File: config.mk
export PLATFORM = sky130hd
export DESIGN_NAME = twm_master
export DESIGN_NICKNAME = d
export VERILOG_FILES = /design/src/logic/twm_pkg.sv /design/src/logic/twm_sync.sv /design/src/logic/twm_fifo.sv /design/src/logic/twm_master.sv
export SDC_FILE = /design/constraint.sdc
export NUM_CORES = 1
export LEC_CHECK = 0
export BUFFER_PORTS_ARGS = -buffer_cell sky130_fd_sc_hd__buf_2
export CAP_MARGIN = 0
export CORE_UTILIZATION = 35
export CTS_CLUSTER_DIAMETER = 80
export DETAILED_ROUTE_END_ITERATION = 8
export MAX_ROUTING_LAYER = met4
export PLACE_DENSITY = 0.55
export SKIP_CTS_REPAIR_TIMING = 1
export SYNTH_ARGS = -nofsm -noshare
export SYNTH_HDL_FRONTEND = slang
export SYNTH_SLANG_ARGS = --single-unit
File: constraint.sdc
create_clock -name clk_i -period 3.3 [get_ports clk_i]
set_clock_uncertainty 0.05 [all_clocks]
set_input_delay 0.165 -clock clk_i [delete_from_list [all_inputs] [get_ports clk_i]]
set_output_delay 0.165 -clock clk_i [all_outputs]
set_load 0.05 [all_outputs]
File: src/logic/twm_pkg.sv
// Purpose: shared constants for the two-wire master transmitter
// Assumes: 125 MHz system clock, open-drain bus pins
// Notes:   codes are code_reg values, read in status bits 7 to 3 above the prescaler bits
// How it works
// - on finishing a start or byte, set done flag and hold clock line low until cleared; arbitration loss sets it with the clock line released.
// - writing one to the done flag clears it and launches the commanded operation.
// - status code read masked with 0xF8; codes defined with prescaler bits zero.
// - four modes exist: master transmit, master receive, slave transmit, slave receive; the code implements only the two master modes.
// - read bit high, write bit low; ack low, nack high; bytes are eight bits.
// - master mode only after start; address direction bit picks transmit or receive.
// - start command waits for a free bus, then generates the start.
// - start sent sets done flag with status 0x08.
// - address-write sent: status 0x18 ack, 0x20 nack, 0x38 arbitration lost.
// - data write while done flag low is dropped and sets write collision.
// - data byte sent: status 0x28 on ack, 0x30 on nack.
// - continue with no start or stop transmits the loaded byte and samples ack.
// - stop command sends stop, then hardware clears the stop request bit.
// - start plus stop command sends stop then start, clearing the stop request.
// - start during a transfer sends repeated start and reports status 0x10.
// - after 0x10 an address with read bit switches to master receive mode.
// - after 0x38, no start releases bus; start waits for free bus.
// - no done flag after a stop has been sent.
// - low two status bits are a read/write prescaler select, masked for codes.
// - interrupt request only when done flag, irq enable and global enable set.
package twm_pkg;
  localparam int unsigned CB_FLAG = 7;
  localparam int unsigned CB_ACK  = 6;
  localparam int unsigned CB_STA  = 5;
  localparam int unsigned CB_STO  = 4;
  localparam int unsigned CB_WC   = 3;
  localparam int unsigned CB_EN   = 2;
  localparam int unsigned CB_IRQ  = 0;
  localparam logic [7:0] CODE_MASK  = 8'hf8;
  localparam logic [4:0] ST_START_C = 5'h01;
  localparam logic [4:0] ST_RSTART  = 5'h02;
  localparam logic [4:0] ST_AW_ACK  = 5'h03;
  localparam logic [4:0] ST_AW_NACK = 5'h04;
  localparam logic [4:0] ST_DW_ACK  = 5'h05;
  localparam logic [4:0] ST_DW_NACK = 5'h06;
  localparam logic [4:0] ST_ARB     = 5'h07;
  localparam logic [4:0] ST_AR_ACK  = 5'h08;
  localparam logic [4:0] ST_AR_NACK = 5'h09;
  localparam logic [4:0] ST_DR_ACK  = 5'h0a;
  localparam logic [4:0] ST_DR_NACK = 5'h0b;
  localparam logic [4:0] ST_NONE    = 5'h1f;
  localparam logic [7:0] DATA_RST   = 8'hff;
  localparam logic [1:0] PRESC_RST  = 2'h0;
  localparam int unsigned CLK_MHZ   = 125;
  localparam int unsigned QTR_NS    = 2500;
  localparam int unsigned QTR_CYC   = (QTR_NS * CLK_MHZ) / 1000;
  localparam int unsigned BYTE_BITS = 8;
  localparam int unsigned FIFO_W    = 8;
  localparam int unsigned FIFO_D    = 8;
  typedef enum logic [2:0] {
    FSM_IDLE  = 3'h0,
    FSM_WAIT  = 3'h1,
    FSM_START = 3'h2,
    FSM_BIT   = 3'h3,
    FSM_STOP  = 3'h4,
    FSM_HOLD  = 3'h5
  } twm_fsm_t;
  typedef enum logic [1:0] {
    MODE_MT = 2'h0,
    MODE_MR = 2'h1,
    MODE_ST = 2'h2,
    MODE_SR = 2'h3
  } twm_mode_t;
endpackage

File: src/logic/twm_sync.sv
// Purpose: three-stage pin synchroniser with agreement filter
// Assumes: inputs idle high
// Notes:   output moves only when stages two and three agree
`timescale 1ns/1ps
`default_nettype none
module twm_sync #(
  parameter int unsigned W = 2
) (
  input  wire logic         clk_i,
  input  wire logic         rstn_i,
  input  wire logic [W-1:0] d_i,
  output logic      [W-1:0] q_o
);
  logic [W-1:0] s1_reg;
  logic [W-1:0] s2_reg;
  logic [W-1:0] s3_reg;

  always_ff @(posedge clk_i or negedge rstn_i) begin
    if (!rstn_i) begin
      s1_reg <= '1;
      s2_reg <= '1;
      s3_reg <= '1;
      q_o    <= '1;
    end else begin
      s1_reg <= d_i;
      s2_reg <= s1_reg;
      s3_reg <= s2_reg;
      if (s2_reg == s3_reg) begin
        q_o <= s3_reg;
      end
    end
  end
endmodule
`default_nettype wire

File: src/logic/twm_fifo.sv
// Purpose: small synchronous FIFO with valid/ready on both sides
// Assumes: DEPTH is a power of two
// Notes:   one extra pointer bit tells full from empty
`timescale 1ns/1ps
`default_nettype none
module twm_fifo #(
  parameter int unsigned WIDTH = 8,
  parameter int unsigned DEPTH = 8
) (
  input  wire logic             clk_i,
  input  wire logic             rstn_i,
  input  wire logic             in_valid_i,
  output logic                  in_ready_o,
  input  wire logic [WIDTH-1:0] in_data_i,
  output logic                  out_valid_o,
  input  wire logic             out_ready_i,
  output logic      [WIDTH-1:0] out_data_o
);
  localparam int unsigned AW = $clog2(DEPTH);
  logic [WIDTH-1:0] mem [DEPTH];
  logic [AW:0]      wr_reg;
  logic [AW:0]      rd_reg;
  logic             push;
  logic             pop;

  assign in_ready_o  = !((wr_reg[AW] != rd_reg[AW]) && (wr_reg[AW-1:0] == rd_reg[AW-1:0]));
  assign out_valid_o = (wr_reg != rd_reg);
  assign out_data_o  = mem[rd_reg[AW-1:0]];
  assign push        = in_valid_i && in_ready_o;
  assign pop         = out_valid_o && out_ready_i;

  always_ff @(posedge clk_i) begin
    if (push) begin
      mem[wr_reg[AW-1:0]] <= in_data_i;
    end
  end

  always_ff @(posedge clk_i or negedge rstn_i) begin
    if (!rstn_i) begin
      wr_reg <= '0;
      rd_reg <= '0;
    end else begin
      if (push) begin
        wr_reg <= wr_reg + 1'b1;
      end
      if (pop) begin
        rd_reg <= rd_reg + 1'b1;
      end
    end
  end
endmodule
`default_nettype wire

File: src/logic/twm_master.sv
// Purpose: two-wire bus master transmitter with command/status sequencing
// Assumes: software keeps the command protocol; bus lines are open drain
// Notes:   every byte seen on the bus, except one lost to arbitration, is also queued on the receive stream
`timescale 1ns/1ps
`default_nettype none
module twm_master #(
  parameter int unsigned QTR_CYC_P = twm_pkg::QTR_CYC
) (
  input  wire logic       clk_i,
  input  wire logic       rstn_i,
  input  wire logic       ctrl_wr_i,
  input  wire logic [7:0] ctrl_wdata_i,
  output logic      [7:0] ctrl_o,
  input  wire logic       presc_wr_i,
  input  wire logic [1:0] presc_wdata_i,
  output logic      [7:0] status_o,
  input  wire logic       data_wr_i,
  input  wire logic [7:0] data_wdata_i,
  output logic      [7:0] data_o,
  input  wire logic       global_irq_en_i,
  output logic            irq_o,
  output logic      [1:0] mode_o,
  output logic            rx_valid_o,
  input  wire logic       rx_ready_i,
  output logic      [7:0] rx_data_o,
  input  wire logic       scl_i,
  output logic            scl_o,
  output logic            scl_oe_n_o,
  input  wire logic       sda_i,
  output logic            sda_o,
  output logic            sda_oe_n_o
);
  twm_pkg::twm_fsm_t  state_reg;
  twm_pkg::twm_mode_t mode_reg;
  logic [1:0]  phase_reg;
  logic [3:0]  bit_cnt_reg;
  logic [15:0] cnt_reg;
  logic [15:0] qtr_lim;
  logic        tick;
  logic        scl_s;
  logic        sda_s;
  logic        sda_q_reg;
  logic        busy_reg;
  logic        scl_low_reg;
  logic        sda_low_reg;
  logic [7:0]  shift_reg;
  logic        in_xfer_reg;
  logic        is_addr_reg;
  logic        lost_reg;
  logic        ack_seen_reg;
  logic        ack_drive_reg;
  logic        rx_phase_reg;
  logic        flag_reg;
  logic        ack_en_reg;
  logic        sta_reg;
  logic        sto_reg;
  logic        wc_reg;
  logic        en_reg;
  logic        irq_en_reg;
  logic [1:0]  presc_reg;
  logic [4:0]  code_reg;
  logic        launch;
  logic        flag_clr;
  logic        fin_start;
  logic        fin_byte;
  logic        fin_stop;
  logic        fin_lost;
  logic        arb_loss;
  logic        push_byte;
  logic        fifo_ready;
  logic        tx_bit;

  twm_sync #(
    .W (2)
  ) u_sync (
    .clk_i  (clk_i),
    .rstn_i (rstn_i),
    .d_i    ({scl_i, sda_i}),
    .q_o    ({scl_s, sda_s})
  );

  twm_fifo #(
    .WIDTH (twm_pkg::FIFO_W),
    .DEPTH (twm_pkg::FIFO_D)
  ) u_fifo (
    .clk_i       (clk_i),
    .rstn_i      (rstn_i),
    .in_valid_i  (push_byte),
    .in_ready_o  (fifo_ready),
    .in_data_i   ({shift_reg[6:0], sda_s}),
    .out_valid_o (rx_valid_o),
    .out_ready_i (rx_ready_i),
    .out_data_o  (rx_data_o)
  );

  // quarter-bit enable pulse, scaled by the prescaler select
  assign qtr_lim = 16'(QTR_CYC_P) << {presc_reg, 1'b0};
  assign tick    = (cnt_reg == 16'h0000);

  always_ff @(posedge clk_i or negedge rstn_i) begin
    if (!rstn_i) begin
      cnt_reg <= 16'h0000;
    end else if (tick) begin
      cnt_reg <= qtr_lim - 16'h0001;
    end else begin
      cnt_reg <= cnt_reg - 16'h0001;
    end
  end

  // bus monitor: start and stop seen on the synchronised lines
  always_ff @(posedge clk_i or negedge rstn_i) begin
    if (!rstn_i) begin
      sda_q_reg <= 1'b1;
      busy_reg  <= 1'b0;
    end else begin
      sda_q_reg <= sda_s;
      if (scl_s && sda_q_reg && !sda_s) begin
        busy_reg <= 1'b1;
      end else if (scl_s && !sda_q_reg && sda_s) begin
        busy_reg <= 1'b0;
      end
    end
  end

  assign flag_clr  = ctrl_wr_i && ctrl_wdata_i[twm_pkg::CB_FLAG] && flag_reg;
  // a command only runs with enable set and the done flag written as one
  assign launch    = ctrl_wr_i && ctrl_wdata_i[twm_pkg::CB_FLAG]
                     && ctrl_wdata_i[twm_pkg::CB_EN]
                     && ((state_reg == twm_pkg::FSM_HOLD)
                         || ((state_reg == twm_pkg::FSM_IDLE)
                             && ctrl_wdata_i[twm_pkg::CB_STA]));
  assign fin_start = en_reg && tick && (state_reg == twm_pkg::FSM_START) && (phase_reg == 2'h3);
  assign fin_stop  = en_reg && tick && (state_reg == twm_pkg::FSM_STOP) && (phase_reg == 2'h3);
  assign fin_byte  = en_reg && tick && (state_reg == twm_pkg::FSM_BIT) && (phase_reg == 2'h3)
                     && (bit_cnt_reg == 4'(twm_pkg::BYTE_BITS));
  // a released one read back as low means another master won
  assign arb_loss  = !rx_phase_reg && !sda_low_reg && !sda_s
                     && (bit_cnt_reg < 4'(twm_pkg::BYTE_BITS));
  assign fin_lost  = en_reg && tick && (state_reg == twm_pkg::FSM_BIT) && (phase_reg == 2'h2)
                     && arb_loss;
  assign push_byte = en_reg && tick && (state_reg == twm_pkg::FSM_BIT) && (phase_reg == 2'h2)
                     && !arb_loss && (bit_cnt_reg == 4'(twm_pkg::BYTE_BITS - 1));
  // ack slot: receiver drives ack low when enabled, transmitter releases
  assign tx_bit    = (bit_cnt_reg < 4'(twm_pkg::BYTE_BITS)) ? (rx_phase_reg || shift_reg[7])
                     : !(rx_phase_reg && ack_drive_reg);

  // bus sequencer
  always_ff @(posedge clk_i or negedge rstn_i) begin
    if (!rstn_i) begin
      state_reg     <= twm_pkg::FSM_IDLE;
      phase_reg     <= 2'h0;
      bit_cnt_reg   <= 4'h0;
      scl_low_reg   <= 1'b0;
      sda_low_reg   <= 1'b0;
      in_xfer_reg   <= 1'b0;
      is_addr_reg   <= 1'b0;
      lost_reg      <= 1'b0;
      ack_seen_reg  <= 1'b0;
      ack_drive_reg <= 1'b0;
      rx_phase_reg  <= 1'b0;
      mode_reg      <= twm_pkg::MODE_SR;
    end else if (!en_reg) begin
      state_reg   <= twm_pkg::FSM_IDLE;
      phase_reg   <= 2'h0;
      scl_low_reg <= 1'b0;
      sda_low_reg <= 1'b0;
      in_xfer_reg <= 1'b0;
      lost_reg    <= 1'b0;
      mode_reg    <= twm_pkg::MODE_SR;
      if (launch) begin
        state_reg <= twm_pkg::FSM_WAIT;
      end
    end else begin
      case (state_reg)
        twm_pkg::FSM_IDLE: begin
          if (launch) begin
            state_reg <= twm_pkg::FSM_WAIT;
          end
        end
        twm_pkg::FSM_WAIT: begin
          if (!busy_reg && tick) begin
            state_reg <= twm_pkg::FSM_START;
            phase_reg <= 2'h0;
          end
        end
        twm_pkg::FSM_HOLD: begin
          if (launch) begin
            phase_reg     <= 2'h0;
            bit_cnt_reg   <= 4'h0;
            ack_drive_reg <= ctrl_wdata_i[twm_pkg::CB_ACK];
            rx_phase_reg  <= (mode_reg == twm_pkg::MODE_MR) && !is_addr_reg;
            if (lost_reg) begin
              lost_reg  <= 1'b0;
              state_reg <= ctrl_wdata_i[twm_pkg::CB_STA] ? twm_pkg::FSM_WAIT
                                                        : twm_pkg::FSM_IDLE;
            end else if (ctrl_wdata_i[twm_pkg::CB_STO]) begin
              state_reg <= twm_pkg::FSM_STOP;
            end else if (ctrl_wdata_i[twm_pkg::CB_STA]) begin
              state_reg <= twm_pkg::FSM_START;
            end else begin
              state_reg <= twm_pkg::FSM_BIT;
            end
          end
        end
        twm_pkg::FSM_START: begin
          if (tick) begin
            case (phase_reg)
              2'h0: begin
                sda_low_reg <= 1'b0;
                phase_reg   <= 2'h1;
              end
              2'h1: begin
                scl_low_reg <= 1'b0;
                if (scl_s) begin
                  phase_reg <= 2'h2;
                end
              end
              2'h2: begin
                sda_low_reg <= 1'b1;
                phase_reg   <= 2'h3;
              end
              default: begin
                scl_low_reg <= 1'b1;
                in_xfer_reg <= 1'b1;
                is_addr_reg <= 1'b1;
                state_reg   <= twm_pkg::FSM_HOLD;
              end
            endcase
          end
        end
        twm_pkg::FSM_BIT: begin
          if (tick) begin
            case (phase_reg)
              2'h0: begin
                if ((bit_cnt_reg != 4'h0) || fifo_ready) begin
                  sda_low_reg <= !tx_bit;
                  phase_reg   <= 2'h1;
                end
              end
              2'h1: begin
                scl_low_reg <= 1'b0;
                if (scl_s) begin
                  phase_reg <= 2'h2;
                end
              end
              2'h2: begin
                if (arb_loss) begin
                  sda_low_reg <= 1'b0;
                  in_xfer_reg <= 1'b0;
                  lost_reg    <= 1'b1;
                  mode_reg    <= twm_pkg::MODE_SR;
                  state_reg   <= twm_pkg::FSM_HOLD;
                end else begin
                  if (bit_cnt_reg == 4'(twm_pkg::BYTE_BITS)) begin
                    ack_seen_reg <= !sda_s;
                  end
                  phase_reg <= 2'h3;
                end
              end
              default: begin
                scl_low_reg <= 1'b1;
                if (bit_cnt_reg == 4'(twm_pkg::BYTE_BITS)) begin
                  sda_low_reg <= 1'b0;
                  state_reg   <= twm_pkg::FSM_HOLD;
                  if (is_addr_reg) begin
                    is_addr_reg <= 1'b0;
                    mode_reg    <= shift_reg[0] ? twm_pkg::MODE_MR : twm_pkg::MODE_MT;
                  end
                end else begin
                  bit_cnt_reg <= bit_cnt_reg + 4'h1;
                  phase_reg   <= 2'h0;
                end
              end
            endcase
          end
        end
        twm_pkg::FSM_STOP: begin
          if (tick) begin
            case (phase_reg)
              2'h0: begin
                sda_low_reg <= 1'b1;
                phase_reg   <= 2'h1;
              end
              2'h1: begin
                scl_low_reg <= 1'b0;
                if (scl_s) begin
                  phase_reg <= 2'h2;
                end
              end
              2'h2: begin
                sda_low_reg <= 1'b0;
                phase_reg   <= 2'h3;
              end
              default: begin
                in_xfer_reg <= 1'b0;
                mode_reg    <= twm_pkg::MODE_SR;
                phase_reg   <= 2'h0;
                state_reg   <= sta_reg ? twm_pkg::FSM_WAIT : twm_pkg::FSM_IDLE;
              end
            endcase
          end
        end
        default: begin
          state_reg <= twm_pkg::FSM_IDLE;
        end
      endcase
    end
  end

  // shift register: loaded by software, shifted with the bus
  always_ff @(posedge clk_i or negedge rstn_i) begin
    if (!rstn_i) begin
      shift_reg <= twm_pkg::DATA_RST;
    end else if (en_reg && tick && (state_reg == twm_pkg::FSM_BIT) && (phase_reg == 2'h2)
                 && (bit_cnt_reg < 4'(twm_pkg::BYTE_BITS))) begin
      shift_reg <= {shift_reg[6:0], sda_s};
    end else if (data_wr_i && flag_reg) begin
      shift_reg <= data_wdata_i;
    end
  end

  // control register bits
  always_ff @(posedge clk_i or negedge rstn_i) begin
    if (!rstn_i) begin
      flag_reg   <= 1'b0;
      ack_en_reg <= 1'b0;
      sta_reg    <= 1'b0;
      sto_reg    <= 1'b0;
      wc_reg     <= 1'b0;
      en_reg     <= 1'b0;
      irq_en_reg <= 1'b0;
    end else begin
      if (fin_start || fin_byte || fin_lost) begin
        flag_reg <= 1'b1;
      end else if (flag_clr) begin
        flag_reg <= 1'b0;
      end
      if (ctrl_wr_i) begin
        ack_en_reg <= ctrl_wdata_i[twm_pkg::CB_ACK];
        sta_reg    <= ctrl_wdata_i[twm_pkg::CB_STA];
        en_reg     <= ctrl_wdata_i[twm_pkg::CB_EN];
        irq_en_reg <= ctrl_wdata_i[twm_pkg::CB_IRQ];
      end
      if (fin_stop) begin
        sto_reg <= 1'b0;
      end else if (ctrl_wr_i) begin
        sto_reg <= ctrl_wdata_i[twm_pkg::CB_STO];
      end
      if (data_wr_i) begin
        wc_reg <= !flag_reg;
      end
    end
  end

  // status code and prescaler select
  always_ff @(posedge clk_i or negedge rstn_i) begin
    if (!rstn_i) begin
      code_reg  <= twm_pkg::ST_NONE;
      presc_reg <= twm_pkg::PRESC_RST;
    end else begin
      if (presc_wr_i) begin
        presc_reg <= presc_wdata_i;
      end
      if (fin_start) begin
        code_reg <= in_xfer_reg ? twm_pkg::ST_RSTART : twm_pkg::ST_START_C;
      end else if (fin_lost) begin
        code_reg <= twm_pkg::ST_ARB;
      end else if (fin_byte) begin
        if (is_addr_reg && shift_reg[0]) begin
          code_reg <= ack_seen_reg ? twm_pkg::ST_AR_ACK : twm_pkg::ST_AR_NACK;
        end else if (is_addr_reg) begin
          code_reg <= ack_seen_reg ? twm_pkg::ST_AW_ACK : twm_pkg::ST_AW_NACK;
        end else if (rx_phase_reg) begin
          code_reg <= ack_drive_reg ? twm_pkg::ST_DR_ACK : twm_pkg::ST_DR_NACK;
        end else begin
          code_reg <= ack_seen_reg ? twm_pkg::ST_DW_ACK : twm_pkg::ST_DW_NACK;
        end
      end else if (fin_stop || (state_reg == twm_pkg::FSM_IDLE && !flag_reg)) begin
        code_reg <= twm_pkg::ST_NONE;
      end
    end
  end

  // register views and pins
  assign ctrl_o     = {flag_reg, ack_en_reg, sta_reg, sto_reg,
                       wc_reg, en_reg, 1'b0, irq_en_reg};
  assign status_o   = {code_reg, 1'b0, presc_reg};
  assign data_o     = shift_reg;
  assign mode_o     = mode_reg;
  assign irq_o      = flag_reg && irq_en_reg && global_irq_en_i;
  assign scl_o      = 1'b0;
  assign sda_o      = 1'b0;
  assign scl_oe_n_o = !scl_low_reg;
  assign sda_oe_n_o = !sda_low_reg;
endmodule
`default_nettype wire

**Word-level counts from Yosys, hierarchy flattened**

Memories as Yosys holds them, arrays and structs flattened.
Cells that the tools add are included.

- Add/subtract/negate cells: 5
- Magnitude comparators: 1
- Equality and inequality tests: 52
- Shift-type cells: 1
- Multiplexer cells: 106
- Bitwise logic cells: 1
- Reductions and logical operators: 80

Operator list:

| operator | count |
|---|---|
| $mux W3 | 14 |
| $mux W1 | 41 |
| $ne A3 B3 Y1 const B | 13 |
| $mux W2 | 19 |
| $logic_and A1 B1 Y1 | 36 |
| $sub A16 B1 Y16 const B | 2 |
| $mux W4 | 7 |
| $mux W5 | 4 |
| $reduce_and A10 Y1 | 2 |
| $pmux W2 S3 | 3 |
| $pmux W3 S6 | 1 |
| $logic_not A16 Y1 | 1 |
| $mux W16 | 1 |
| $mux W8 | 2 |
| $reduce_and A8 Y1 | 2 |
| $shl A9 B3 Y16 const A | 1 |
| $ne A2 B2 Y1 const B | 7 |
| $add A4 B1 Y4 const B | 3 |
| $logic_not A1 Y1 | 12 |
| $ne A4 B4 Y1 const B | 3 |
| $pmux W1 S2 | 6 |
| $reduce_and A6 Y1 | 2 |
| $reduce_bool A2 Y1 | 6 |
| $reduce_and A11 Y1 | 1 |
| 36 further kinds | 57 |

- Register bits after elaboration: 75
- Bits in writable memories: 64
- Bits of input ports: 27
- Output and inout port bits: 40
- Word-level logic and storage cells: 278
- Memories: 1

Memory list:

| memory | words | bits a word | read ports | clocked after memory_dff | wr ports | RTL line | source |
|---|---|---|---|---|---|---|---|
| u_fifo.mem | 8 | 8 | 1 | 0 | 1 | twm_fifo.sv:20 | `logic [WIDTH-1:0] mem [DEPTH];` |

**Longest topological paths before layout**

Gate-level depths: netlist (run 1).

- Depth in word-level cells: 10
- Depth in mapped cells: 10
- Depth with buffers taken out: 8

**Modules after synthesis**

A second synthesis (run 1) with hierarchy kept.

- Cells, all modules: 584
- Area, all modules: 7161.9 µm²

Modules (own cells, without submodules):

| module | times used | cells each | area an instance (µm²) | sequential area each (µm²) |
|---|---|---|---|---|
| twm_master | 1 | 418 | 3798.6 | 1496.4 |
| twm_fifo | 1 | 150 | 3103.0 | 2122.0 |
| twm_sync | 1 | 16 | 260.2 | 210.2 |

**Worst setup path before layout (run 1)**

OpenSTA, ideal clock, no wires.

- Path type: register -> register
- Start point: reg presc_reg[1]
- End point: reg cnt_reg[14]
- Library setup time: 0.128 ns
- Arrival time: 2.538 ns
- Required time: 3.122 ns
- Slack: 0.585 ns
- Stages on the path, launching flop included: 10
- Path buffers: 1
- Clock period less this slack: 2.715 ns
- Cell sequence: dfrtp_1 > inv_1 > ha_1 > clkbuf_1 > or4_1 > o21ai_1 > nor2_1 > nor3b_1 > nand3b_1 > xor2_1

- Cells in the longest elaborated chain, start to end: 3

RTL lines:

| what | RTL line | source |
|---|---|---|
| from (decl) | twm_master.sv:60 | `logic [1:0] presc_reg;` |
| from (signal assigned) | twm_master.sv:359 | `presc_reg <= twm_pkg::PRESC_RST;` |
| from (signal assigned) | twm_master.sv:362 | `presc_reg <= presc_wdata_i;` |
| $shl A9 B3 Y16 | twm_master.sv:97 | `assign qtr_lim = 16'(QTR_CYC_P) << {presc_reg, 1'b0};` |
| $sub A16 B1 Y16 | twm_master.sv:104 | `cnt_reg <= qtr_lim - 16'h0001;` |
| $mux W16 | twm_master.sv:103 | `end else if (tick) begin` |
| to (signal assigned) | twm_master.sv:104 |  |
| to (signal assigned) | twm_master.sv:106 | `cnt_reg <= cnt_reg - 16'h0001;` |
| to (decl) | twm_master.sv:37 | `logic [15:0] cnt_reg;` |

Every way passes these cells.
A chain may end at the register's enable or synchronous reset.

**Worst setup path after layout (run 1)**

- Start point: reg cnt_reg[5]
- End point: mem u_fifo.mem[0][1] (enable)

- Cells in the longest elaborated chain, start to end: 9

RTL lines:

| what | RTL line | source |
|---|---|---|
| $logic_not A16 Y1 | twm_master.sv:98 | `assign tick = (cnt_reg == 16'h0000);` |
| $logic_and A1 B1 Y1 (3 in series) | twm_master.sv:141 | `assign push_byte = en_reg && tick && (state_reg == twm_pkg::FSM_BIT) && (phase_reg == 2'h2)` |
| $logic_and A1 B1 Y1 (2 in series) | twm_master.sv:142 | `&& !arb_loss && (bit_cnt_reg == 4'(twm_pkg::BYTE_BITS - 1));` |
| $logic_and A1 B1 Y1 | twm_fifo.sv:29 | `assign push = in_valid_i && in_ready_o;` |
| $mux W1 | twm_fifo.sv:33 | `if (push) begin` |
| $mux W1 (implied by the code) | twm_fifo.sv:34 | `mem[wr_reg[AW-1:0]] <= in_data_i;` |
| to (decl) | twm_fifo.sv:20 |  |

Every way passes these cells.

==> impl_metrics.tcl, run 1 <==
set metrics [dict create \
    gate_count_post_synth 577 \
    fp.dieArea_um2 20300 \
    synth.most_common_cell "sky130_fd_sc_hd__edfxtp_1" \
    overall_global_routing_resource_usage 0.172 \
    critical_path_cell_count 7 \
    yosys_warnings 0 \
    drtPass1Iterations 5 \
    cts_max_path_buffers 2 \
    num_io_pins 67 \
    ys_top_cells_by_area "sky130_fd_sc_hd__edfxtp_1, sky130_fd_sc_hd__dfrtp_1, sky130_fd_sc_hd__dfstp_2, sky130_fd_sc_hd__mux4_2, sky130_fd_sc_hd__ha_1" \
    die-width_um 143 \
    gp_congestion 0.870 \
    fmax_ghz 0.365 \
    drt-initial-drc-count 388 \
    setup_viol 0 \
    grt_pass1_wl_um 25600 \
    report.final.slew_viol_count 0 \
    avg_synthesized_cell_area_um2 12.0 \
    grt_most_used_layer "met2" \
    grt.met2_usage 0.284 \
    cap_viol_max_count 0 \
    grt_max_degree 76 \
    period_share 0.830 \
    fp.dieH_um 143 \
    rrSetupSlack_ns 0.56 \
    min_path_type "input pin to register" \
    largest_delay_contributor_family_on_the_critical_path "simple AND/OR/NAND/NOR gates" \
    startpoint "cnt_reg[5]" \
    primary_flip_flop_cell_chosen_by_synthesis_mapping "sky130_fd_sc_hd__edfxtp_1" \
    met3_usage 0.0362 \
    cp_slowest_cell "sky130_fd_sc_hd__or4_4" \
    tritoncts_num_sinks 139 \
    floorplan.initialDensity 0.357 \
    hold_depth 3 \
    drt_wirelength_um 15800 \
    timing.critical_path.required_ns 3.38 \
    worst_slew_pin_slew_ns 0.951 \
    post_synthesis_instance_area_um2 6920 \
    largest_reg_flops 64 \
    h_tree_levels 4 \
    fin_cells 938 \
    timing.critical_path.from_type "register" \
    timing.critical_path.buf_inv 1 \
    final.setup.tns_ns 0 \
    fraction_of_final_layout_cells_with_drive_strength_greater_than_1 0.270 \
    yosys_register_bits 139 \
    setup.worst_path.class "register to register" \
    ant_nets 0 \
    count_of_input_and_output_buffers 60 \
    synth_top_area_frac 0.278 \
    grt_pass1_vias 4822 \
    p_leak_nw 3.30 \
    total_power_mw 5.07 \
    final_nets 702 \
    tritoncts_clock_tree "done" \
    antennaDiodeCount 0 \
    failing_checks "hold timing" \
    gr-total-overflow 0 \
    synth_sequential_area_ratio 0.553 \
    reg2reg_to "u_fifo.mem[0][1]" \
    rr_worst_depth 7 \
    clk_root_buf "sky130_fd_sc_hd__clkbuf_16" \
    clkTransAtPathRegs_ns 0.06 \
    cp-endpoint "u_fifo.mem[0][1]" \
    grt_setup_unrepaired "false" \
    slew-limit-headroom 0.366 \
    cpPeakStageDelay_ns 0.58 \
    placed_cells_incl_taps 887 \
    clk_latency_ns 0.43 \
    dpl.hpwl_um 10800 \
    antenna_violations_before_repair 0 \
    fp.coreArea_um2 19400 \
    final.min_clock_period_ns 2.74 \
    post_drt_via_cell_ratio 5.21 \
    setup.worst_path.end_class "register" \
    placement_rows 51 \
    synth-async-reset-ratio 0.540 \
    hold_viol 3 \
    post-route-drc-count 0 \
    routed-via-count 4890 \
    crit_chain "nor4_1, nand4_1, or4_4, nor3_2, nand2b_1, nor3_1, buf_4" \
    crit-reg2reg-launch "cnt_reg[5]" \
    synth-edff-count 64 \
    timing.critical_path.fanout_max 12 \
    cellPowerDensity_nw_per_um2 611 \
    run_status "complete, but fails checks" \
    global_route.usage.met1 0.207 \
    ys_top_cells_by_count "sky130_fd_sc_hd__edfxtp_1, sky130_fd_sc_hd__dfrtp_1, sky130_fd_sc_hd__nor2_1, sky130_fd_sc_hd__nand2_1, sky130_fd_sc_hd__a21oi_1" \
    ir_worst_vdd_mv 0.465 \
    holdWs_ns -0.0300 \
    synth_cell_type_count 72 \
    cts_inserted_buffers 17 \
    post_drt_wl_per_cell_um 16.9 \
    areaGrowthSynthToFinish_pct 19.8 \
    worst-endpoint-arrival_ns 2.82 \
    cell_type_with_the_highest_aggregate_area_in_the_netlist "sky130_fd_sc_hd__edfxtp_1" \
]
per-layer routing:
layer	vias to the layer above	part of all wire	wire length [um]
met4	0	0.014	219
met2	146	0.49	7840
li1	2308	-	-
met1	2416	0.44	7020
met5	-	0	0
met3	20	0.048	764
worst min-delay path by stage:
stage                          from          endpoint  slack [ns]
detailed placement            scl_i  u_sync.s1_reg[1]        0.22
global route        data_wdata_i[7]         data_o[7]       0.007
floorplan                    rstn_i     ack_drive_reg       -0.18
global placement              scl_i  u_sync.s1_reg[1]        0.22
finish              ctrl_wdata_i[2]            en_reg       -0.03
CTS                           scl_i  u_sync.s1_reg[1]       -0.23
logic make-up (layout without fill, tap and decap cells):
logic type	after synthesis	in the layout	synth area share
adder cells (fa/ha/maj)	15	15	0.0271
AND/OR/NAND/NOR	170	170	0.137
AO/OA/AOI/OAI	119	119	0.109
buffers and inverters	61	154	0.0417
other	1	4	0.000542
multiplexers	47	47	0.100
flip-flops	139	139	0.553
XOR/XNOR	25	25	0.0316
tightest hold or removal path, stage by stage:
cell,delay (ns)
sky130_fd_sc_hd__buf_2,0.11
sky130_fd_sc_hd__nand2_1,0.05
sky130_fd_sc_hd__o21ai_0,0.07
layout by cell type (no fill, tap or decap), types with 15 or more instances in the layout:
cell / n
sky130_fd_sc_hd__edfxtp_1: 64
sky130_fd_sc_hd__buf_2: 59
sky130_fd_sc_hd__dfrtp_1: 51
sky130_fd_sc_hd__nor2_1: 44
sky130_fd_sc_hd__nand2_1: 32
sky130_fd_sc_hd__a21oi_1: 31
sky130_fd_sc_hd__inv_1: 24
sky130_fd_sc_hd__dfstp_2: 24
sky130_fd_sc_hd__o21ai_0: 23
sky130_fd_sc_hd__buf_4: 20
sky130_fd_sc_hd__dlygate4sd3_1: 19
sky130_fd_sc_hd__clkbuf_16: 18
sky130_fd_sc_hd__mux4_2: 16
sky130_fd_sc_hd__nand3_1: 16
sky130_fd_sc_hd__xnor2_1: 15
sky130_fd_sc_hd__ha_1: 15
power breakdown:
group	internal, mW	switching (mW)	leakage (nW)	total (mW)
registers	1.93	0.206	1.63	2.14
logic	0.414	0.630	1.38	1.04
clock network	1.05	0.837	0.295	1.89
final cells by class:
type / count / area, um2
Fill cell: 1883 / 11100
Timing Repair Buffer: 98 / 636
Clock buffer: 18 / 450
Inverter: 24 / 90.1
Tap cell: 265 / 332
Sequential cell: 139 / 3830
Clock inverter: 14 / 141
Multi-Input combinational cell: 380 / 2820
metrics by stage:
step / area (um2) / setup WS (ns) / utilization / hold slack (ns)
finish: 8300 / 0.562 / 0.428 / -0.0300
global route: 8300 / 0.359 / 0.428 / 0.00734
CTS: 8110 / 0.556 / 0.418 / -0.228
detailed placement: 7510 / 0.582 / 0.387 / 0.222
global placement: 7510 / 0.633 / 0.387 / 0.224
floorplan: 6940 / 0.585 / - / -0.181
No activity file was read; power rests on OpenSTA's default activity.
==> run 2: changes to the inputs <==
--- a/config.mk
+++ b/config.mk
@@ -5,6 +5,7 @@
 export SDC_FILE = /design/constraint.sdc
 export NUM_CORES = 1
 export LEC_CHECK = 0
+export ABC_AREA = 1
 export BUFFER_PORTS_ARGS = -buffer_cell sky130_fd_sc_hd__buf_2
 export CAP_MARGIN = 0
 export CORE_UTILIZATION = 35
==> constraint.sdc (replaced) <==
create_clock -name clk_i -period 2.9 [get_ports clk_i]
set_clock_uncertainty 0.05 [all_clocks]
set_input_delay 0.145 -clock clk_i [delete_from_list [all_inputs] [get_ports clk_i]]
set_output_delay 0.145 -clock clk_i [all_outputs]
set_load 0.05 [all_outputs]
==> run 2 against run 1 <==
Net effect:
- worst hold slack improved by 0.015 ns
- flip-flop and latch count did not move
- sequential share of layout area fell by 1.9 points
- global-route usage rose by 0.76 points
- die area rose by 4.3%
- non-clock buffer count rose by 4
- the flow still finishes with violations (hold timing)
- largest cell class unchanged
- via count rose by 19%
==> impl_metrics.tcl, run 2 <==
set metrics [dict create \
    worst-endpoint-arrival_ns 2.40 \
    ir_worst_vdd_mv 0.462 \
    yosys_register_bits 139 \
    post_synthesis_instance_area_um2 7230 \
    synth-async-reset-ratio 0.540 \
    drtPass1Iterations 7 \
    drt-initial-drc-count 369 \
    ys_top_cells_by_count "sky130_fd_sc_hd__nand2_1, sky130_fd_sc_hd__nor2_1, sky130_fd_sc_hd__inv_1, sky130_fd_sc_hd__o21ai_0, sky130_fd_sc_hd__edfxtp_1" \
    antennaDiodeCount 0 \
    power.net_switching_mw 3.08 \
    fin_cells 1209 \
    avg_synthesized_cell_area_um2 8.69 \
    report.final.slew_viol_count 0 \
    clkTransAtPathRegs_ns 0.06 \
    final_nets 968 \
    die-width_um 146 \
    comb_power_share 0.344 \
    timing.critical_path.from_type "register" \
    fraction_of_final_layout_cells_with_drive_strength_greater_than_1 0.178 \
    finalInstanceArea_um2 8660 \
    num_io_pins 67 \
    setup.worst_path.end_class "output pin" \
    ant_nets 0 \
    fp.dieArea_um2 21200 \
    overall_global_routing_resource_usage 0.179 \
    placement_rows 52 \
    placed_cells_incl_taps 1150 \
    timing.final.ws_setup_ns 0.304 \
    holdWs_ns -0.0152 \
    cts_inserted_buffers 17 \
    post_synth_and_or_nand_nor_area_fraction 0.259 \
    drt_wirelength_um 17900 \
    gr-total-overflow 0 \
    antenna_violations_before_repair 0 \
    clock_power_share 0.288 \
    largest_reg_flops 64 \
    final.min_clock_period_ns 2.60 \
    grt_pass1_wl_um 28900 \
    fp.dieH_um 146 \
    post_drt_via_cell_ratio 4.83 \
    placement_stage_cell_area_um2 7810 \
    slew-limit-headroom 0.358 \
    grt_pass1_vias 5674 \
    areaGrowthSynthToFinish_pct 19.8 \
    intPower_mw 4.34 \
    synth_sequential_area_ratio 0.530 \
    clk_latency_ns 0.42 \
    total_power_mw 7.42 \
    final.setup.tns_ns 0 \
    timing.critical_path.fanout_max 20 \
    grt_max_degree 76 \
    yosys_warnings 0 \
    routed-via-count 5837 \
    synth_compound_area_frac 0.0975 \
    fmax_ghz 0.385 \
    dp_slack_ns 0.450 \
    cell_type_with_the_highest_aggregate_area_in_the_netlist "sky130_fd_sc_hd__edfxtp_1" \
    h_tree_levels 4 \
    primary_flip_flop_cell_chosen_by_synthesis_mapping "sky130_fd_sc_hd__edfxtp_1" \
    grt_setup_unrepaired "false" \
    tritoncts_num_sinks 139 \
    synth_cell_type_count 41 \
    gp_congestion 0.902 \
    tritoncts_clock_tree "done" \
    cts_max_path_buffers 2 \
    setup.worst_path.class "register to output pin" \
    synth_adder_area_share 0.0260 \
    synth_top_area_frac 0.266 \
    post-route-drc-count 0 \
    run_status "complete, but fails checks" \
    post-route-util 0.428 \
    fp.coreArea_um2 20200 \
    power.switching_fraction 0.416 \
    cellPowerDensity_nw_per_um2 857 \
    post_drt_wl_per_cell_um 14.8 \
    worst_slew_pin_slew_ns 0.963 \
    dominant_combinational_cell_family_by_area_after_synthesis "simple AND/OR/NAND/NOR gates" \
    synth.most_common_cell "sky130_fd_sc_hd__nand2_1" \
    most_common_library_cell_in_the_layout_ignoring_fill_and_taps "sky130_fd_sc_hd__nand2_1" \
    share_seq_of_total_power 0.368 \
    dpl.hpwl_um 12700 \
    setup_viol 0 \
    p_leak_nw 3.78 \
    min_path_type "input pin to register" \
    mostFrequentLayoutCells "sky130_fd_sc_hd__nand2_1, sky130_fd_sc_hd__nor2_1, sky130_fd_sc_hd__inv_1" \
    floorplan.initialDensity 0.357 \
    synth.mux.area_fraction 0 \
    ys_top_cells_by_area "sky130_fd_sc_hd__edfxtp_1, sky130_fd_sc_hd__dfrtp_1, sky130_fd_sc_hd__dfstp_2, sky130_fd_sc_hd__nand2_1, sky130_fd_sc_hd__nor2_1" \
    gate_count_post_synth 832 \
    area_share_of_xor_xnor_cells_in_the_synthesized_design 0.0158 \
    period_share 0.895 \
    timing.critical_path.required_ns 2.71 \
    clk_root_buf "sky130_fd_sc_hd__clkbuf_16" \
    hold_viol 3 \
    cap_viol_max_count 0 \
    synth-edff-count 64 \
    count_of_input_and_output_buffers 60 \
    failing_checks "hold timing" \
]
## run 2: cell types whose count changed after synthesis, sizes merged, moves of 18 or more
cell   previous run  this run
o21ai            37        76
mux2             18         0
nand2            32       175
inv              24        85
nor2             45       154
nand3            17        63
## run 2: kinds of logic after synthesis
| kind of cell | after synthesis |
|---|---|
| DFF | 139 |
| xor gates and xnor gates | 13 |
| adders and majority gates | 15 |
| and+or+nand+nor | 421 |
| AOI/OAI and AO/OA | 125 |
| buffers and inverters | 118 |
| other | 1 |
## run 2: final cells by class
| type | instances | area (um2) |
|---|---|---|
| clock buffers | 18 | 429 |
| clock inverters | 14 | 153 |
| fillers | 2044 | 11600 |
| inverters | 88 | 330 |
| multi-input cells | 578 | 2900 |
| flip-flops and latches | 139 | 3830 |
| well taps | 270 | 338 |
| repair buffers | 102 | 686 |
## run 2: path summary, 6_finish.rpt
path | startpoint | endpoint | slack, ns | cells after the start
min in group asynchronous | rstn_i | presc_reg[1] | 0.36 | 2
setup reg to reg | cnt_reg[0] | u_fifo.mem[7][6] | 0.43 | 12
max in group asynchronous | rstn_i | rx_phase_reg | 1.80 | 2
hold / removal | ctrl_wdata_i[5] | sta_reg | -0.02 | 3
setup / recovery | u_fifo.rd_reg[0] | rx_data_o[1] | 0.30 | 6
hold reg to reg | u_sync.s1_reg[1] | u_sync.s2_reg[1] | 0.31 | 0
## run 2: power groups by stage
| stage | logic (mW) | clock network (mW) | registers [mW] |
|---|---|---|---|
| final | 2.56 | 2.14 | 2.73 |
| after global routing | 2.83 | 2.28 | 2.78 |
| after CTS | 2.55 | 2.20 | 2.73 |
| after detailed placement | 2.54 | 0 | 2.77 |
| after global placement | 2.53 | 0 | 2.77 |
| after floorplan | 1.77 | 0 | 2.83 |
## run 2: metal layers
layer  GRT usage  share of wire
met4      0.0674          0.017
met2       0.287           0.48
met3      0.0298          0.034
met5           -              0
met1       0.228           0.47
## run 2: critical path, stage by stage, from the launching register on
cell,delay [ns]
sky130_fd_sc_hd__dfrtp_1,0.75
sky130_fd_sc_hd__buf_4,0.36
sky130_fd_sc_hd__o21ai_0,0.13
sky130_fd_sc_hd__o22ai_1,0.22
sky130_fd_sc_hd__nor2_1,0.07
sky130_fd_sc_hd__a31oi_1,0.16
sky130_fd_sc_hd__buf_2,0.29
==> run 3: changes to the inputs <==
--- a/config.mk
+++ b/config.mk
@@ -8,11 +8,12 @@
 export ABC_AREA = 1
 export BUFFER_PORTS_ARGS = -buffer_cell sky130_fd_sc_hd__buf_2
 export CAP_MARGIN = 0
-export CORE_UTILIZATION = 35
+export CORE_UTILIZATION = 30
+export CTS_BUF_LIST = sky130_fd_sc_hd__clkbuf_2
 export CTS_CLUSTER_DIAMETER = 80
 export DETAILED_ROUTE_END_ITERATION = 8
 export MAX_ROUTING_LAYER = met4
-export PLACE_DENSITY = 0.55
+export PLACE_DENSITY = 0.49
 export SKIP_CTS_REPAIR_TIMING = 1
 export SYNTH_ARGS = -nofsm -noshare
 export SYNTH_HDL_FRONTEND = slang
==> run 3 against run 2 <==
Net effect:
- global-route usage shrank 2.3 points
- the run now ends clean
- flip-flop and latch count stayed put
- combinational power about the same
- non-clock buffer count up 8
- via count shrank 1.1%
- count of clock-buffer cells in the layout increased by 1
- register-to-register slack gained 0.12 ns
- cell count up 4.8%
==> impl_metrics.tcl, run 3 (same netlist as run 2, synthesis figures left out) <==
set metrics [dict create \
    post_drt_via_cell_ratio 4.55 \
    critical_path_cell_count 6 \
    final.setup.tns_ns 0 \
    drt-initial-drc-count 473 \
    finalInstanceArea_um2 8430 \
    holdWs_ns 0.0688 \
    clk_latency_ns 0.69 \
    fp.dieArea_um2 24700 \
    cpPeakStageDelay_ns 0.48 \
    worst_slew_pin_slew_ns 0.996 \
    min_path_type "input pin to asynchronous set/reset pin" \
    post-route-util 0.358 \
    grt_setup_unrepaired "false" \
    largest_delay_contributor_family_on_the_critical_path "compound AO/OA/AOI/OAI gates" \
    slew-limit-headroom 0.336 \
    setup.worst_path.class "register to output pin" \
    cap_viol_max_count 0 \
    placement_rows 56 \
    overall_global_routing_resource_usage 0.157 \
    fp.coreArea_um2 23500 \
    ant_nets 0 \
    grt_pass1_wl_um 28500 \
    clkTransAtPathRegs_ns 0.23 \
    timing.critical_path.from_type "register" \
    report.final.slew_viol_count 0 \
    run_status "complete, no violations" \
    count_of_input_and_output_buffers 60 \
    areaGrowthSynthToFinish_pct 16.7 \
    cp_slowest_cell "sky130_fd_sc_hd__dfrtp_2" \
    rr_worst_depth 13 \
    tritoncts_clock_tree "done" \
    most_common_library_cell_in_the_layout_ignoring_fill_and_taps "sky130_fd_sc_hd__nand2_1" \
    period_share 0.918 \
    timing.critical_path.fanout_max 32 \
    timing.final.ws_setup_ns 0.239 \
    crit_chain "buf_6, o21ai_0, o22ai_1, nor2_1, a31oi_1, buf_2" \
    post_drt_wl_per_cell_um 14.4 \
    rrSetupSlack_ns 0.55 \
    fmax_ghz 0.376 \
    mostFrequentLayoutCells "sky130_fd_sc_hd__nand2_1, sky130_fd_sc_hd__nor2_1, sky130_fd_sc_hd__inv_1" \
    cts_max_path_buffers 2 \
    cts_inserted_buffers 17 \
    setup_viol 0 \
    die-width_um 157 \
    drt_wirelength_um 18200 \
    gp_congestion 0.846 \
    setup.worst_path.end_class "output pin" \
    ir_worst_vdd_mv 0.356 \
    post-route-drc-count 0 \
    gr-total-overflow 0 \
    drtPass1Iterations 5 \
    final.min_clock_period_ns 2.66 \
    grt_pass1_vias 5299 \
    dp_slack_ns 0.553 \
    final_nets 976 \
    num_io_pins 67 \
    antenna_violations_before_repair 1 \
    clk_root_buf "sky130_fd_sc_hd__clkbuf_2" \
    timing.critical_path.buf_inv 2 \
    timing.critical_path.required_ns 2.71 \
    grt_max_degree 76 \
    cellPowerDensity_nw_per_um2 751 \
    p_leak_nw 3.65 \
    cp-endpoint "rx_data_o[0]" \
    largest_reg_flops 64 \
    startpoint "u_fifo.rd_reg[0]" \
    floorplan.initialDensity 0.307 \
    hold_viol 0 \
    worst-endpoint-arrival_ns 2.47 \
    reg2reg_to "data_o[5]" \
    fp.dieH_um 157 \
    dpl.hpwl_um 12800 \
    fraction_of_final_layout_cells_with_drive_strength_greater_than_1 0.180 \
    crit-reg2reg-launch "cnt_reg[0]" \
    tritoncts_num_sinks 139 \
    placement_stage_cell_area_um2 7860 \
    h_tree_levels 4 \
    routed-via-count 5771 \
]
-- run 3: worst register-to-register path, cell delays in order, from the launching register on --
cell	delay [ns]
sky130_fd_sc_hd__dfrtp_1	0.42
sky130_fd_sc_hd__inv_1	0.10
sky130_fd_sc_hd__ha_1	0.17
sky130_fd_sc_hd__inv_1	0.04
sky130_fd_sc_hd__nor2_1	0.07
sky130_fd_sc_hd__nand2_1	0.10
sky130_fd_sc_hd__nor2_4	0.11
sky130_fd_sc_hd__nand2_2	0.06
sky130_fd_sc_hd__clkinv_1	0.13
sky130_fd_sc_hd__nand3_2	0.11
sky130_fd_sc_hd__buf_4	0.22
sky130_fd_sc_hd__nand3_1	0.08
sky130_fd_sc_hd__dlygate4sd3_1	0.55
sky130_fd_sc_hd__o221ai_1	0.10
-- run 3: layer usage --
metal / GRT usage / routed length, um
met4: 0.0532 / 219
met5: - / 0
met3: 0.0355 / 594
met2: 0.245 / 8780
met1: 0.199 / 8630
-- run 3: stage by stage --
| step | power [mW] | std cells |
|---|---|---|
| after global routing | 6.79 | 1267 |
| final | 6.33 | 1267 |
| after detailed placement | 5.31 | 1198 |
| after global placement | 5.31 | 1198 |
| after floorplan | 4.60 | 835 |
| after CTS | 6.34 | 1230 |
-- run 3: worst min-delay path by stage --
stage / slack [ns] / endpoint / depth (start not counted) / startpoint
floorplan: -0.20 / ack_drive_reg / 0 / rstn_i
global placement: 0.20 / u_sync.s1_reg[1] / 1 / scl_i
detailed placement: 0.20 / u_sync.s1_reg[0] / 1 / sda_i
CTS: -0.63 / u_sync.s1_reg[0] / 1 / sda_i
global route: 0.04 / presc_reg[1] / 3 / presc_wr_i
finish: 0.07 / state_reg[1] / 2 / rstn_i
-- run 3: final cells by class --
type / instances / area (um2)
clock inverter: 13 / 95.1
sequential: 139 / 3830
fill: 2490 / 15100
clock buffer: 19 / 95.1
antenna: 1 / 2.50
inverter: 88 / 334
tap: 319 / 399
multi-input combinational: 578 / 2900
timing repair buffer: 110 / 778
-- run 3: power by group --
group,leakage (nW),switching (mW),internal (mW),total (mW)
Combinational,2.07,1.86,0.734,2.59
Clock,0.123,0.768,0.237,1.00
Sequential,1.45,0.327,2.40,2.73
Total,3.65,2.96,3.37,6.33
